[src/include/fsw_pkg.sv]
// shared constants and types of the flash status and write-protect block
`default_nettype none
package fsw_pkg;
    // opcodes
    localparam logic [7:0] OP_STATUS_READ = 8'h05;
    localparam logic [7:0] OP_STATUS_WRITE = 8'h01;
    localparam logic [7:0] OP_LATCH_SET = 8'h06;
    localparam logic [7:0] OP_LATCH_CLEAR = 8'h04;
    localparam logic [7:0] OP_QUAD_READ = 8'hEB;
    localparam logic [7:0] OP_QUAD_WREAD = 8'hE7;
    localparam logic [7:0] OP_QUAD_PROG = 8'h38;
    // status byte field positions
    localparam int BIT_BUSY = 0;
    localparam int BIT_LATCH = 1;
    localparam int BIT_PL_LO = 2;
    localparam int BIT_QPE = 6;
    localparam int BIT_LOCK = 7;
    localparam logic [7:0] NV_WRITE_MASK = 8'hFC;
    localparam logic [7:0] STATUS_RESET = 8'h00;
    // timing
    localparam int CLK_PERIOD_NS = 4;
    localparam int STATUS_WRITE_TIME_NS = 40000;
    localparam int STATUS_WRITE_CYCLES = STATUS_WRITE_TIME_NS / CLK_PERIOD_NS;
    localparam int TW_W = 24;
    // frame decoder states
    typedef enum logic [1:0] {FR_IDLE, FR_OPCODE, FR_DATA, FR_READOUT} fsw_frame_t;
endpackage : fsw_pkg
`default_nettype wire

[src/include/fsw_if.sv]
// link between frame decoder and status register core
`default_nettype none
interface fsw_if;
    logic cmd_valid;
    logic [7:0] cmd_op;
    logic [7:0] cmd_data;
    logic cmd_has_data;
    logic frame_ok;
    modport dec (output cmd_valid, output cmd_op, output cmd_data, output cmd_has_data,
        output frame_ok);
    modport core (input cmd_valid, input cmd_op, input cmd_data, input cmd_has_data,
        input frame_ok);
endinterface : fsw_if
`default_nettype wire

[src/design/fsw_frame_dec.sv]
// deserialiser of command frames, single-line or quad
`default_nettype none
module fsw_frame_dec (
    // clock and reset
    input wire logic i_clk,
    input wire logic i_rstn,
    // link
    input wire logic i_cs_n,
    input wire logic i_sclk_rise,
    input wire logic [3:0] i_sio,
    input wire logic i_quad_cmd,
    // decoded frame
    fsw_if.dec cmd
);
    typedef struct packed {
        logic cs_q;
        logic [7:0] shift;
        logic [3:0] bits;
        logic [7:0] op;
        logic [7:0] data;
        logic has_op;
        logic has_data;
        logic valid;
        logic ok;
    } fsw_dec_st_t;
    fsw_dec_st_t st_reg, st_next;

    always_comb begin
        st_next = st_reg;
        st_next.valid = 1'b0;
        st_next.cs_q = i_cs_n;
        if (!i_cs_n && i_sclk_rise) begin
            if (i_quad_cmd) begin
                st_next.shift = {st_reg.shift[3:0], i_sio};
                st_next.bits = st_reg.bits + 4'h4;
            end else begin
                // upper lines ignored in single-line mode
                st_next.shift = {st_reg.shift[6:0], i_sio[0]};
                st_next.bits = st_reg.bits + 4'h1;
            end
            if (st_next.bits == 4'h8) begin
                st_next.bits = 4'h0;
                if (!st_reg.has_op) begin
                    st_next.op = st_next.shift;
                    st_next.has_op = 1'b1;
                end else if (!st_reg.has_data) begin
                    st_next.data = st_next.shift;
                    st_next.has_data = 1'b1;
                end else begin
                    st_next.ok = 1'b0;
                end
            end
        end
        if (i_cs_n && !st_reg.cs_q) begin
            st_next.valid = st_reg.has_op;
            st_next.ok = st_reg.ok && (st_reg.bits == 4'h0);
        end
        // frame contents stand through the valid cycle, cleared one cycle later
        if (i_cs_n && st_reg.cs_q) begin
            st_next.bits = 4'h0;
            st_next.has_op = 1'b0;
            st_next.has_data = 1'b0;
            st_next.ok = 1'b1;
        end
    end

    always_ff @(posedge i_clk or negedge i_rstn) begin
        if (!i_rstn) begin
            st_reg <= '{cs_q: 1'b1, ok: 1'b1, default: '0};
        end else begin
            st_reg <= st_next;
        end
    end

    assign cmd.cmd_valid = st_reg.valid;
    assign cmd.cmd_op = st_reg.op;
    assign cmd.cmd_data = st_reg.data;
    assign cmd.cmd_has_data = st_reg.has_data;
    assign cmd.frame_ok = st_reg.ok;
endmodule : fsw_frame_dec
`default_nettype wire

[src/design/fsw_tw_timer.sv]
// self-timed status write cycle counter
`default_nettype none
module fsw_tw_timer (
    // clock and reset
    input wire logic i_clk,
    input wire logic i_rstn,
    // control
    input wire logic i_start,
    output logic o_busy,
    output logic o_done
);
    typedef struct packed {
        logic [fsw_pkg::TW_W-1:0] cnt;
        logic busy;
        logic done;
    } fsw_tw_st_t;
    fsw_tw_st_t st_reg, st_next;

    always_comb begin
        st_next = st_reg;
        st_next.done = 1'b0;
        if (i_start && !st_reg.busy) begin
            st_next.busy = 1'b1;
            st_next.cnt = fsw_pkg::TW_W'(fsw_pkg::STATUS_WRITE_CYCLES - 1);
        end else if (st_reg.busy) begin
            if (st_reg.cnt == '0) begin
                st_next.busy = 1'b0;
                st_next.done = 1'b1;
            end else begin
                st_next.cnt = st_reg.cnt - fsw_pkg::TW_W'(1);
            end
        end
    end

    always_ff @(posedge i_clk or negedge i_rstn) begin
        if (!i_rstn) begin
            st_reg <= '0;
        end else begin
            st_reg <= st_next;
        end
    end

    assign o_busy = st_reg.busy;
    assign o_done = st_reg.done;
endmodule : fsw_tw_timer
`default_nettype wire

[src/design/fsw_status_core.sv]
// status byte and write-protect logic of a serial flash
`default_nettype none
module fsw_status_core (
    // clock and reset
    input wire logic i_clk,
    input wire logic i_rstn,
    // serial link, sampled on i_sclk_rise, output shifted on i_sclk_fall
    input wire logic i_cs_n,
    input wire logic i_sclk_rise,
    input wire logic i_sclk_fall,
    input wire logic [3:0] i_sio,
    input wire logic i_write_protect_pin,
    input wire logic i_quad_command_mode,
    // array engine handshake
    input wire logic i_array_req,
    input wire logic i_array_chip_erase,
    input wire logic i_array_protected,
    input wire logic i_array_done,
    output logic o_array_go,
    // serial output, active-low enables
    output logic [3:0] o_sio,
    output logic [3:0] o_sio_oe_n,
    // status
    output logic [7:0] o_flash_status_byte,
    output logic o_hardware_lock_mode
);
    fsw_if cmd ();
    logic tw_busy;
    logic tw_done;
    logic tw_start;

    fsw_frame_dec u_dec (
        .i_clk(i_clk),
        .i_rstn(i_rstn),
        .i_cs_n(i_cs_n),
        .i_sclk_rise(i_sclk_rise),
        .i_sio(i_sio),
        .i_quad_cmd(i_quad_command_mode),
        .cmd(cmd)
    );

    fsw_tw_timer u_tw (
        .i_clk(i_clk),
        .i_rstn(i_rstn),
        .i_start(tw_start),
        .o_busy(tw_busy),
        .o_done(tw_done)
    );

    ////////////////////////////////////////////////////////////////////////////
    typedef struct packed {
        logic [7:0] status;
        logic array_busy;
        logic array_go;
        logic hw_lock;
        logic reading;
        logic [7:0] live_shift;
        logic [3:0] out_bits;
        logic [7:0] shift;
        logic [3:0] out;
        logic [3:0] oe_n;
        logic tw_start;
    } fsw_core_st_t;
    fsw_core_st_t st_reg, st_next;

    function automatic logic is_quad_op(input logic [7:0] op);
        is_quad_op = (op == fsw_pkg::OP_QUAD_READ) || (op == fsw_pkg::OP_QUAD_WREAD)
            || (op == fsw_pkg::OP_QUAD_PROG);
    endfunction : is_quad_op

    logic lock_bit;
    logic hw_lock_now;
    logic [7:0] live_status;
    logic end_ok;
    logic [7:0] opcode_now;
    logic op_refused;

    always_comb begin
        lock_bit = st_reg.status[fsw_pkg::BIT_LOCK];
        hw_lock_now = lock_bit && !i_write_protect_pin && !i_quad_command_mode
            && !st_reg.status[fsw_pkg::BIT_QPE];
        live_status = st_reg.status;
        live_status[fsw_pkg::BIT_BUSY] = tw_busy || st_reg.array_busy;
        end_ok = cmd.cmd_valid && cmd.frame_ok;
        opcode_now = cmd.cmd_op;
        // single-line quad opcodes dead without quad enable; quad mode ignores it
        op_refused = !i_quad_command_mode && is_quad_op(opcode_now)
            && !st_reg.status[fsw_pkg::BIT_QPE];
    end

    always_comb begin
        st_next = st_reg;
        st_next.array_go = 1'b0;
        st_next.tw_start = 1'b0;
        st_next.hw_lock = hw_lock_now;
        // finish of status write cycle
        if (tw_done) begin
            st_next.status[fsw_pkg::BIT_LATCH] = 1'b0;
        end
        // framed single-opcode commands
        if (end_ok && !cmd.cmd_has_data && !op_refused) begin
            if (opcode_now == fsw_pkg::OP_LATCH_SET && !tw_busy) begin
                st_next.status[fsw_pkg::BIT_LATCH] = 1'b1;
            end
            if (opcode_now == fsw_pkg::OP_LATCH_CLEAR && !tw_busy) begin
                st_next.status[fsw_pkg::BIT_LATCH] = 1'b0;
            end
        end
        // status write: latch set, not locked, not busy, exact byte framing
        if (end_ok && cmd.cmd_has_data && opcode_now == fsw_pkg::OP_STATUS_WRITE
                && st_reg.status[fsw_pkg::BIT_LATCH] && !hw_lock_now
                && !tw_busy && !st_reg.array_busy) begin
            st_next.status = (cmd.cmd_data & fsw_pkg::NV_WRITE_MASK)
                | (st_reg.status & ~fsw_pkg::NV_WRITE_MASK);
            st_next.tw_start = 1'b1;
        end
        // array program and erase requests
        if (i_array_req && !st_reg.array_busy && !tw_busy) begin
            if (!st_reg.status[fsw_pkg::BIT_LATCH]) begin
                st_next.array_go = 1'b0;
            end else if (i_array_protected || (i_array_chip_erase
                    && st_reg.status[5:fsw_pkg::BIT_PL_LO] != 4'h0)) begin
                st_next.status[fsw_pkg::BIT_LATCH] = 1'b0;
            end else begin
                st_next.array_go = 1'b1;
                st_next.array_busy = 1'b1;
            end
        end
        if (st_reg.array_busy && i_array_done) begin
            st_next.array_busy = 1'b0;
            st_next.status[fsw_pkg::BIT_LATCH] = 1'b0;
        end
        ////////////////////////////////////////////////////////////////////////
        // status readout on the serial output
        if (i_cs_n) begin
            st_next.reading = 1'b0;
            st_next.oe_n = 4'hF;
            st_next.out_bits = 4'h0;
        end else if (!st_reg.reading && i_sclk_rise && st_reg.out_bits != 4'hF) begin
            // counting stops after any other opcode until chip select rises
            // opcode seen complete by tracking on the fly
            if (i_quad_command_mode) begin
                st_next.live_shift = {st_reg.live_shift[3:0], i_sio};
                st_next.out_bits = st_reg.out_bits + 4'h4;
            end else begin
                st_next.live_shift = {st_reg.live_shift[6:0], i_sio[0]};
                st_next.out_bits = st_reg.out_bits + 4'h1;
            end
            if (st_next.out_bits == 4'h8) begin
                st_next.out_bits = 4'h0;
                st_next.reading = (st_next.live_shift == fsw_pkg::OP_STATUS_READ);
                st_next.out_bits = 4'hF;
            end
        end else if (st_reg.reading && i_sclk_fall) begin
            if (st_reg.out_bits == 4'hF || st_reg.out_bits == 4'h0) begin
                st_next.shift = live_status;
            end
            if (i_quad_command_mode) begin
                st_next.out = (st_reg.out_bits == 4'h1) ? st_reg.shift[3:0]
                    : live_status[7:4];
                if (st_reg.out_bits == 4'h1) begin
                    st_next.out_bits = 4'h0;
                end else begin
                    st_next.shift = live_status;
                    st_next.out_bits = 4'h1;
                end
                st_next.oe_n = 4'h0;
            end else begin
                if (st_reg.out_bits == 4'hF || st_reg.out_bits == 4'h0) begin
                    st_next.out = {2'h0, live_status[7], 1'b0};
                    st_next.shift = {live_status[6:0], 1'b0};
                    st_next.out_bits = 4'h7;
                end else begin
                    st_next.out = {2'h0, st_reg.shift[7], 1'b0};
                    st_next.shift = {st_reg.shift[6:0], 1'b0};
                    st_next.out_bits = st_reg.out_bits - 4'h1;
                end
                st_next.oe_n = 4'hD;
            end
        end
    end

    always_ff @(posedge i_clk or negedge i_rstn) begin
        if (!i_rstn) begin
            st_reg <= '{status: fsw_pkg::STATUS_RESET, oe_n: 4'hF, default: '0};
        end else begin
            st_reg <= st_next;
        end
    end

    assign tw_start = st_reg.tw_start;

    ////////////////////////////////////////////////////////////////////////////
    // outputs, all from flip-flops
    logic [7:0] status_out_reg;
    always_ff @(posedge i_clk or negedge i_rstn) begin
        if (!i_rstn) begin
            status_out_reg <= fsw_pkg::STATUS_RESET;
        end else begin
            status_out_reg <= live_status;
        end
    end
    assign o_flash_status_byte = status_out_reg;
    assign o_hardware_lock_mode = st_reg.hw_lock;
    assign o_array_go = st_reg.array_go;
    assign o_sio = st_reg.out;
    assign o_sio_oe_n = st_reg.oe_n;

    ////////////////////////////////////////////////////////////////////////////
    a_write_latch_set: assert property (@(posedge i_clk) disable iff (!i_rstn)
        (cmd.cmd_valid && cmd.frame_ok && !cmd.cmd_has_data && !tw_busy && !tw_done
        && cmd.cmd_op == fsw_pkg::OP_LATCH_SET && !i_array_req && !st_reg.array_busy)
        |=> st_reg.status[fsw_pkg::BIT_LATCH]) else $error("latch not set");
    a_latch_clear: assert property (@(posedge i_clk) disable iff (!i_rstn)
        (cmd.cmd_valid && cmd.frame_ok && !cmd.cmd_has_data && !tw_busy
        && cmd.cmd_op == fsw_pkg::OP_LATCH_CLEAR)
        |=> !st_reg.status[fsw_pkg::BIT_LATCH]) else $error("latch not cleared");
    a_tw_clears_latch: assert property (@(posedge i_clk) disable iff (!i_rstn)
        tw_done |=> !st_reg.status[fsw_pkg::BIT_LATCH]) else $error("tw kept latch");
    a_low_bits_kept: assert property (@(posedge i_clk) disable iff (!i_rstn)
        st_reg.tw_start |-> st_reg.status[1] == $past(st_reg.status[1]))
        else $error("low bits written");
    a_lock_blocks_write: assert property (@(posedge i_clk) disable iff (!i_rstn)
        hw_lock_now |=> !st_reg.tw_start) else $error("write in lock");
    a_busy_during_tw: assert property (@(posedge i_clk) disable iff (!i_rstn)
        st_reg.tw_start |=> ##1 live_status[fsw_pkg::BIT_BUSY][*4])
        else $error("busy low in tw");
    a_latch_gates_go: assert property (@(posedge i_clk) disable iff (!i_rstn)
        (i_array_req && !st_reg.status[fsw_pkg::BIT_LATCH]) |=> !o_array_go)
        else $error("go without latch");
    a_chip_erase_pl: assert property (@(posedge i_clk) disable iff (!i_rstn)
        (i_array_req && i_array_chip_erase && st_reg.status[5:2] != 4'h0) |=> !o_array_go)
        else $error("erase in protect");
    a_quad_lock_off: assert property (@(posedge i_clk) disable iff (!i_rstn)
        (i_quad_command_mode || st_reg.status[fsw_pkg::BIT_QPE]) |=> !o_hardware_lock_mode)
        else $error("lock in quad");
endmodule : fsw_status_core
`default_nettype wire

[config.mk]
export PLATFORM = sky130hd
export DESIGN_NAME = fsw_status_core
export DESIGN_NICKNAME = d
export VERILOG_FILES = /design/src/include/fsw_pkg.sv /design/src/include/fsw_if.sv /design/src/design/fsw_frame_dec.sv /design/src/design/fsw_tw_timer.sv /design/src/design/fsw_status_core.sv
export SDC_FILE = /design/constraint.sdc
export NUM_CORES = 1
export LEC_CHECK = 0
export BUFFER_PORTS_ARGS = -buffer_cell sky130_fd_sc_hd__buf_4
export CAP_MARGIN = 30
export CORE_ASPECT_RATIO = 1.1
export CORE_MARGIN = 2
export CORE_UTILIZATION = 40
export DETAILED_ROUTE_END_ITERATION = 8
export GPL_ROUTABILITY_DRIVEN = 0
export PLACE_DENSITY_LB_ADDON = 0.3
export SLEW_MARGIN = 10
export SYNTH_ARGS = -nofsm -noshare
export SYNTH_HDL_FRONTEND = slang
export SYNTH_SLANG_ARGS = --single-unit
[constraint.sdc]
create_clock -name i_clk -period 3 [get_ports i_clk]
set_input_delay 0.3 -clock i_clk [delete_from_list [all_inputs] [get_ports i_clk]]
set_output_delay 0.3 -clock i_clk [all_outputs]
set_load 0.005 [all_outputs]
==> implementation parameters, run 1 <==
Parameter                              Value

Setup path
  Max FO, Critical Path ... 10
  Type of the worst setup path ... reg -> reg
  Signal arrival time at the worst endpoint ... 2.91 ns
  Launch point of the worst reg-to-reg path ... u_tw.st_reg[2]$_DFFE_PN0P_
  Crit Reg-Reg Endpoint ... u_tw.st_reg[2]$_DFFE_PN0P_
  Data required time at the worst endpoint ... 3.23 ns
  CP endpoint kind ... register
  Number of cells on the worst reg-to-reg path ... 7
  Flop2flop setup slack ... 0.33 ns
  Startpoint type of the worst setup path ... register

Synthesis
  Post-synth ARST share ... 1.000
  Synth Instances ... 509
  Post-synthesis sequential element count ... 101
  Number of flops mapped to enable cells by yosys ... 0
  Sequential share of the synthesized area ... 0.4911
  Warnings, synthesis ... 0
  Netlist area before placement ... 5156 um^2
  Synthesized Nets ... 534
  Post-synth top area share ... 0.4708
  Leading register cell type out of synthesis ... dfrtp_1
  Syn Area/Cell ... 10.13 um^2
  Ranking of synthesized cells by instance count ... 97 x dfrtp_1, 62 x nand2_1, 34 x o21ai_0, 33 x mux2i_1, 30 x a21oi_1
  Cell taking the most area after synthesis ... dfrtp_1
  Number of library cell types mapped by synthesis ... 64
  Most instantiated library cell after synthesis ... dfrtp_1
  Top area cells in the synthesized netlist ... dfrtp_1 47%, mux2i_1 6.4%, nand2_1 4.5%

Cells and area
  Post-route insts no fill ... 694
  Core occupancy in the finished layout ... 0.4625
  Flip-flop count of the largest register, all copies and words added ... 24
  Area Growth Syn to Fin ... 12.93%
  Fraction of final layout cells sized beyond drive strength 1 ... 0.1639
  Antenna Diode Count ... 0
  Number of nets in the final layout ... 558

Place
  Pre-CTS WS ... 0.3483 ns
  Input/output buffers ... 32
  Number of placed instances with taps included ... 678
  HPWL after detailed placement ... 7828 um

Drt
  Drt total wl ... 10850 um
  First-iteration detailed-routing DRC count ... 289
  Mean number of vias per cell ... 5.509
  Number of vias in the routed layout ... 3823
  Length of the first detailed-routing pass in iterations ... 4
  DRC violations left ... 0
  Detailed-route wire length per cell ... 15.63 um
  Antenna Nets Post-Route ... 0

Pwr
  Static Leak ... 2.806 nW
  Pwr per Cell Area ... 547.0 nW/um^2
  Maximum VDD drop ... 0.0003065 V

Clocking
  Clk sink count ... 101
  Number of buffers inserted to repair setup after CTS ... 0
  Buffer levels on the longest clock path ... 2
  CTS tree ... yes
  Buffer type at the clock tree root ... clkbuf_16
  Later-pin clock latency in the skew report ... 0.35 ns
  H-Tree Depth ... 3
  Number of buffers added by the clock tree synthesis step ... 9
  Clock Pin Slew Worst Setup and Hold Paths ... 0.07 ns

Hold path
  Worst hold path stage count ... 1
  Worst Hold Path EP ... u_dec.st_reg[32]$_DFF_PN1_
  Hold Crit Class ... in -> reg
  Beginning of the worst hold path ... i_cs_n

Timing
  Accumulated negative setup slack ... 0 ns
  Slew headroom ... 0.4920
  Maximum clock frequency ... 373.8 MHz
  Post-route setup slack ... 0.3251 ns
  Minimum clock period after layout ... 2.675 ns
  Number of failing hold endpoints at the final stage ... 0
  Final Slew Violations ... 0
  Final setup skew ... 0.007742 ns
  Number of setup violations in the final report ... 0
  Slew at the pin with the worst max-slew slack ... 0.7514 ns
  Post-route clock period utilization ... 0.8916
  RSZ-0062 raised after global routing ... false

GRT
  Vias in the first global route ... 3789
  Met1 routing resource usage after global routing ... 0.2365
  Total global routing track utilization ... 0.1671
  Largest net degree at the start of global routing ... 49
  Global-route track usage on met3 ... 0.03039
  Routing layer with the top usage in global route ... met2
  Met2 Use GR ... 0.2538
  Total congestion overflow ... 0
  Number of antenna violations at the first check in global routing ... 0
  Wire length of the first global-routing pass ... 18480 um

Floorplanning
  Die height ... 123.1 um
  Die X ... 112.3 um
  Standard cell core area ... 12590 um^2
  Die Footprint ... 13820 um^2
  Standard-cell rows ... 43
  Ports ... 33
  Starting utilization of the core area ... 0.4096

Run
  Max-capacitance violation count ... 0

Outcome
  Run status ... complete, no violations
-- power breakdown --
part	internal, mW	switching, mW
clock network	0.710	0.498
registers	1.49	0.0986
logic	0.177	0.215
total	2.37	0.811
-- final cells by class --
| class | count | area (um^2) |
|---|---|---|
| Multi-Input combinational cell | 356 | 2384 |
| Fill cell | 1194 | 6766 |
| Clock inverter | 3 | 43.79 |
| Clock buffer | 12 | 266.5 |
| Timing Repair Buffer | 41 | 310.3 |
| Tap cell | 157 | 196.4 |
| Sequential cell | 101 | 2532 |
| Inverter | 24 | 90.09 |
-- through the flow --
step	power (mW)	hold WS [ns]	cell area, um^2
global placement	1.987	0.3539	5503
CTS	3.216	0.1425	5823
global route	3.354	0.1451	5823
floorplan	1.859	0.004409	5156
detailed placement	2.003	0.3658	5503
finish	3.185	0.1498	5823
-- cell families (layout without fill, tap and decap cells) --
kind of cell,after synthesis,in the layout,share of synthesized area
xor gates and xnor gates,12,12,0.02038
buffers and inverters,52,80,0.04659
AOI/OAI and AO/OA,123,123,0.1500
muxes,51,51,0.1034
DFF,101,101,0.4911
and+or+nand+nor,160,160,0.1643
adders and majority gates,10,10,0.02427
-- what timing repair did --
| action | 4_1_cts | 5_1_grt |
|---|---|---|
| hold endpoints to repair | 25 | 0 |
| hold buffers | 1 | 0 |
| gates resized for setup | 0 | 0 |
-- layout by cell type, fill, tap and decap left out, types with 4 or more instances in the layout --
| cell type | n |
|---|---|
| dfrtp_1 | 97 |
| nand2_1 | 62 |
| buf_4 | 40 |
| o21ai_0 | 34 |
| mux2i_1 | 33 |
| a21oi_1 | 30 |
| nor2_1 | 28 |
| inv_1 | 24 |
| mux2_2 | 18 |
| a31oi_1 | 10 |
| ha_1 | 10 |
| or4_1 | 9 |
| nor3_1 | 9 |
| clkbuf_16 | 9 |
| nor4_1 | 7 |
| xnor2_1 | 7 |
| nand3_1 | 6 |
| nor2b_1 | 6 |
| nand2b_1 | 6 |
| a21o_1 | 6 |
| o211ai_1 | 6 |
| xor2_1 | 5 |
| a22o_1 | 5 |
| a211oi_1 | 5 |
| dfstp_2 | 4 |
-- worst max-delay path: stages (launching register included) --
cell     delay [ns]
dfrtp_1        0.41
inv_1          0.08
ha_1           0.19
or3b_2         0.52
or4_1          0.76
nor2_1         0.22
a21oi_1        0.11
mux2_2         0.28
-- routing by layer --
metal / share of wire / vias to the layer above / wire [um]
met5: 0 / - / 0
met4: 0.016 / 0 / 172
met3: 0.041 / 15 / 450
met2: 0.45 / 91 / 4930
met1: 0.49 / 1846 / 5293
li1: - / 1871 / -
-- worst max-delay path by stage --
stage | start | end | slack, ns | depth (start not counted)
2_1_floorplan | u_tw.st_reg[2]$_DFFE_PN0P_ | u_tw.st_reg[24]$_DFFE_PN0P_ | 0.57 | 7
3_3_place_gp | u_tw.st_reg[2]$_DFFE_PN0P_ | u_tw.st_reg[2]$_DFFE_PN0P_ | 0.42 | 7
3_5_place_dp | u_tw.st_reg[2]$_DFFE_PN0P_ | u_tw.st_reg[22]$_DFFE_PN0P_ | 0.35 | 7
4_1_cts | u_tw.st_reg[2]$_DFFE_PN0P_ | u_tw.st_reg[2]$_DFFE_PN0P_ | 0.33 | 7
5_1_grt | u_tw.st_reg[2]$_DFFE_PN0P_ | u_tw.st_reg[2]$_DFFE_PN0P_ | 0.19 | 7
6_report | u_tw.st_reg[2]$_DFFE_PN0P_ | u_tw.st_reg[2]$_DFFE_PN0P_ | 0.33 | 7
(Power assumes the default switching activity.)
==> run 2, diff against run 1 <==
Settings changed: CORE_ASPECT_RATIO 1.1 to default.
==> run 2 against run 1 <==
  * Clock skew is 0.0015 ns lower
  * Die area hardly changed
  * Critical endpoint is now u_tw.st_reg[14]$_DFFE_PN0P_
  * Routed wire length is 2.2% lower
  * Non-clock buffer count stayed put
  * Global-route usage is 0.33 points lower
  * Largest cell class unchanged
  * Cell area is 0.77% higher
==> implementation parameters, run 2 (synthesized netlist as in run 1, its figures left out) <==
Parameter                              Value

Setup path
  Signal arrival time at the worst endpoint ... 2.92 ns (about the same)
  Type of the worst setup path ... reg -> reg
  Startpoint type of the worst setup path ... register
  CP endpoint kind ... register
  Data required time at the worst endpoint ... 3.26 ns (+0.03 ns)
  Max FO, Critical Path ... 6 (-4)

GRT
  Wire length of the first global-routing pass ... 18440 um (-0.19%)
  Number of antenna violations at the first check in global routing ... 0 (unchanged)
  Total global routing track utilization ... 0.1637 (-0.003327)
  Largest net degree at the start of global routing ... 50 (+2.0%)
  Vias in the first global route ... 3682 (-2.8%)
  Total congestion overflow ... 0 (unchanged)

Drt
  Detailed-route wire length per cell ... 14.98 um (-4.2%)
  DRC violations left ... 0 (unchanged)
  First-iteration detailed-routing DRC count ... 199 (-31%)
  Antenna Nets Post-Route ... 0 (unchanged)
  Number of vias in the routed layout ... 3792 (-0.81%)
  Length of the first detailed-routing pass in iterations ... 4 (unchanged)
  Drt total wl ... 10610 um (-2.2%)
  Mean number of vias per cell ... 5.356 (-2.8%)

Place
  Number of placed instances with taps included ... 693 (+2.2%)
  Input/output buffers ... 32 (unchanged)
  HPWL after detailed placement ... 7646 um (-2.3%)

Floorplanning
  Die height ... 117.5 um (-4.5%)
  Standard-cell rows ... 41 (-4.7%)
  Starting utilization of the core area ... 0.4086 (-0.0009746)
  Die Footprint ... 13810 um^2 (about the same)
  Ports ... 33 (unchanged)
  Standard cell core area ... 12620 um^2 (+0.24%)
  Die X ... 117.5 um (+4.7%)

Clocking
  Buffer levels on the longest clock path ... 2 (unchanged)
  Clk sink count ... 101 (unchanged)
  Buffer type at the clock tree root ... clkbuf_16
  CTS tree ... yes
  Clock Pin Slew Worst Setup and Hold Paths ... 0.06 ns (about the same)
  Number of buffers inserted to repair setup after CTS ... 0 (unchanged)
  H-Tree Depth ... 3 (unchanged)
  Number of buffers added by the clock tree synthesis step ... 9 (unchanged)
  Later-pin clock latency in the skew report ... 0.34 ns (about the same)

Timing
  Minimum clock period after layout ... 2.666 ns (-0.009347 ns)
  Number of failing hold endpoints at the final stage ... 0 (unchanged)
  Post-route clock period utilization ... 0.8885 (-0.003116)
  Maximum clock frequency ... 375.2 MHz (+0.35%)
  RSZ-0062 raised after global routing ... false
  Accumulated negative setup slack ... 0 ns (unchanged)
  Final Slew Violations ... 0 (unchanged)
  Slew headroom ... 0.4778 (-0.01422)
  Final setup skew ... 0.006203 ns (-0.001540 ns)
  Final Hold Slack ... 0.1569 ns (+0.007080 ns)
  Slew at the pin with the worst max-slew slack ... 0.7724 ns (+0.02103 ns)
  Number of setup violations in the final report ... 0 (unchanged)

Pwr
  Post-layout power ... 3.293 mW (+3.4%)
  Portion of total power attributed to the clock network ... 0.398 (+0.019)
  Net load switching power ... 0.8002 mW (-1.4%)
  Internal Dissipation ... 2.492 mW (+5.0%)
  Pwr per Cell Area ... 561.1 nW/um^2 (+2.6%)
  Switching part of the total power ... 0.2430 (-0.01168)
  Maximum VDD drop ... 0.0002980 V (-2.8%)
  Fraction of power consumed by sequential logic ... 0.482 (-0.016)
  Relative contribution of combinational cells to total power ... 0.120 (-0.003)
  Static Leak ... 2.810 nW (+0.17%)

Cells and area
  Fraction of final layout cells sized beyond drive strength 1 ... 0.1623 (-0.001560)
  Most common cell after layout, fill and taps aside ... dfrtp_1
  Fill count ... 1222 (+2.3%)
  Area Growth Syn to Fin ... 13.81%
  Post-route insts no fill ... 708 (+2.0%)
  Flip-flop count of the largest register, all copies and words added ... 24 (unchanged)
  Most used cells in the layout excluding fill and tap cells ... 97 x dfrtp_1, 62 x nand2_1, 40 x buf_4
  Area occupied by registers ... 2532 um^2 (unchanged)
  Total area of multi-input combinational cells ... 2384 um^2 (unchanged)
  Antenna Diode Count ... 0 (unchanged)
  Number of nets in the final layout ... 558 (unchanged)

Hold path
  Hold Crit Class ... in -> reg

Outcome
  Run status ... complete, no violations

Run
  Max-capacitance violation count ... 0 (unchanged)
[run 2: through the flow]
stage | setup WS [ns] | util | instance area, um^2
floorplan | 0.5730 | - | 5156
global placement | 0.4315 | 0.4375 | 5522
detailed placement | 0.3721 | 0.4375 | 5522
CTS | 0.3417 | 0.4650 | 5868
global route | 0.1261 | 0.4650 | 5868
finish | 0.3345 | 0.4650 | 5868
[run 2: critical path, stage by stage, from the launching register on]
cell and delay (ns):
dfrtp_1 0.40, inv_1 0.07, ha_1 0.19, or3b_2 0.53, or4b_4 0.55, a211oi_1 0.41
nor2b_1 0.23, mux2i_1 0.20
[run 2: repair_timing]
item	in CTS	in global routing
resized for setup	0	0
hold buffers	1	0
hold endpoints to repair	39	0
[run 2: cell type report]
type | count | area share
Clock buffer | 10 | 0.04072
Multi-Input combinational cell | 356 | 0.4062
Timing Repair Buffer | 41 | 0.05288
Clock inverter | 4 | 0.01663
Tap cell | 172 | 0.03667
Inverter | 24 | 0.01535
Sequential cell | 101 | 0.4316
[run 2: path summary, 6_finish.rpt]
path	from	end	slack, ns	cells past startpoint
min	i_cs_n	u_dec.st_reg[32]$_DFF_PN1_	0.16	1
max reg2reg	u_tw.st_reg[2]$_DFFE_PN0P_	u_tw.st_reg[14]$_DFFE_PN0P_	0.33	7
max in group asynchronous	i_rstn	u_dec.cmd.frame_ok$_DFFE_PN1P_	1.62	3
min reg2reg	u_dec.cmd.frame_ok$_DFFE_PN1P_	u_dec.cmd.frame_ok$_DFFE_PN1P_	0.47	2
min in group asynchronous	i_rstn	st_reg[27]$_DFFE_PN0P_	0.51	2
max	u_tw.st_reg[2]$_DFFE_PN0P_	u_tw.st_reg[14]$_DFFE_PN0P_	0.33	7
[run 2: power by group through the flow]
| stage | Combinational [mW] | Sequential, mW | Clock (mW) |
|---|---|---|---|
| finish | 0.396 | 1.59 | 1.31 |
| global route | 0.455 | 1.60 | 1.39 |
| CTS | 0.402 | 1.58 | 1.34 |
| detailed placement | 0.397 | 1.61 | 0 |
| global placement | 0.384 | 1.61 | 0 |
| floorplan | 0.280 | 1.58 | 0 |
[run 2: layer usage]
layer  wire length [um]  GRT usage
met1               5365     0.2346
met2               4782     0.2412
met3                297    0.03101
met4                159    0.07380
met5                  0          0
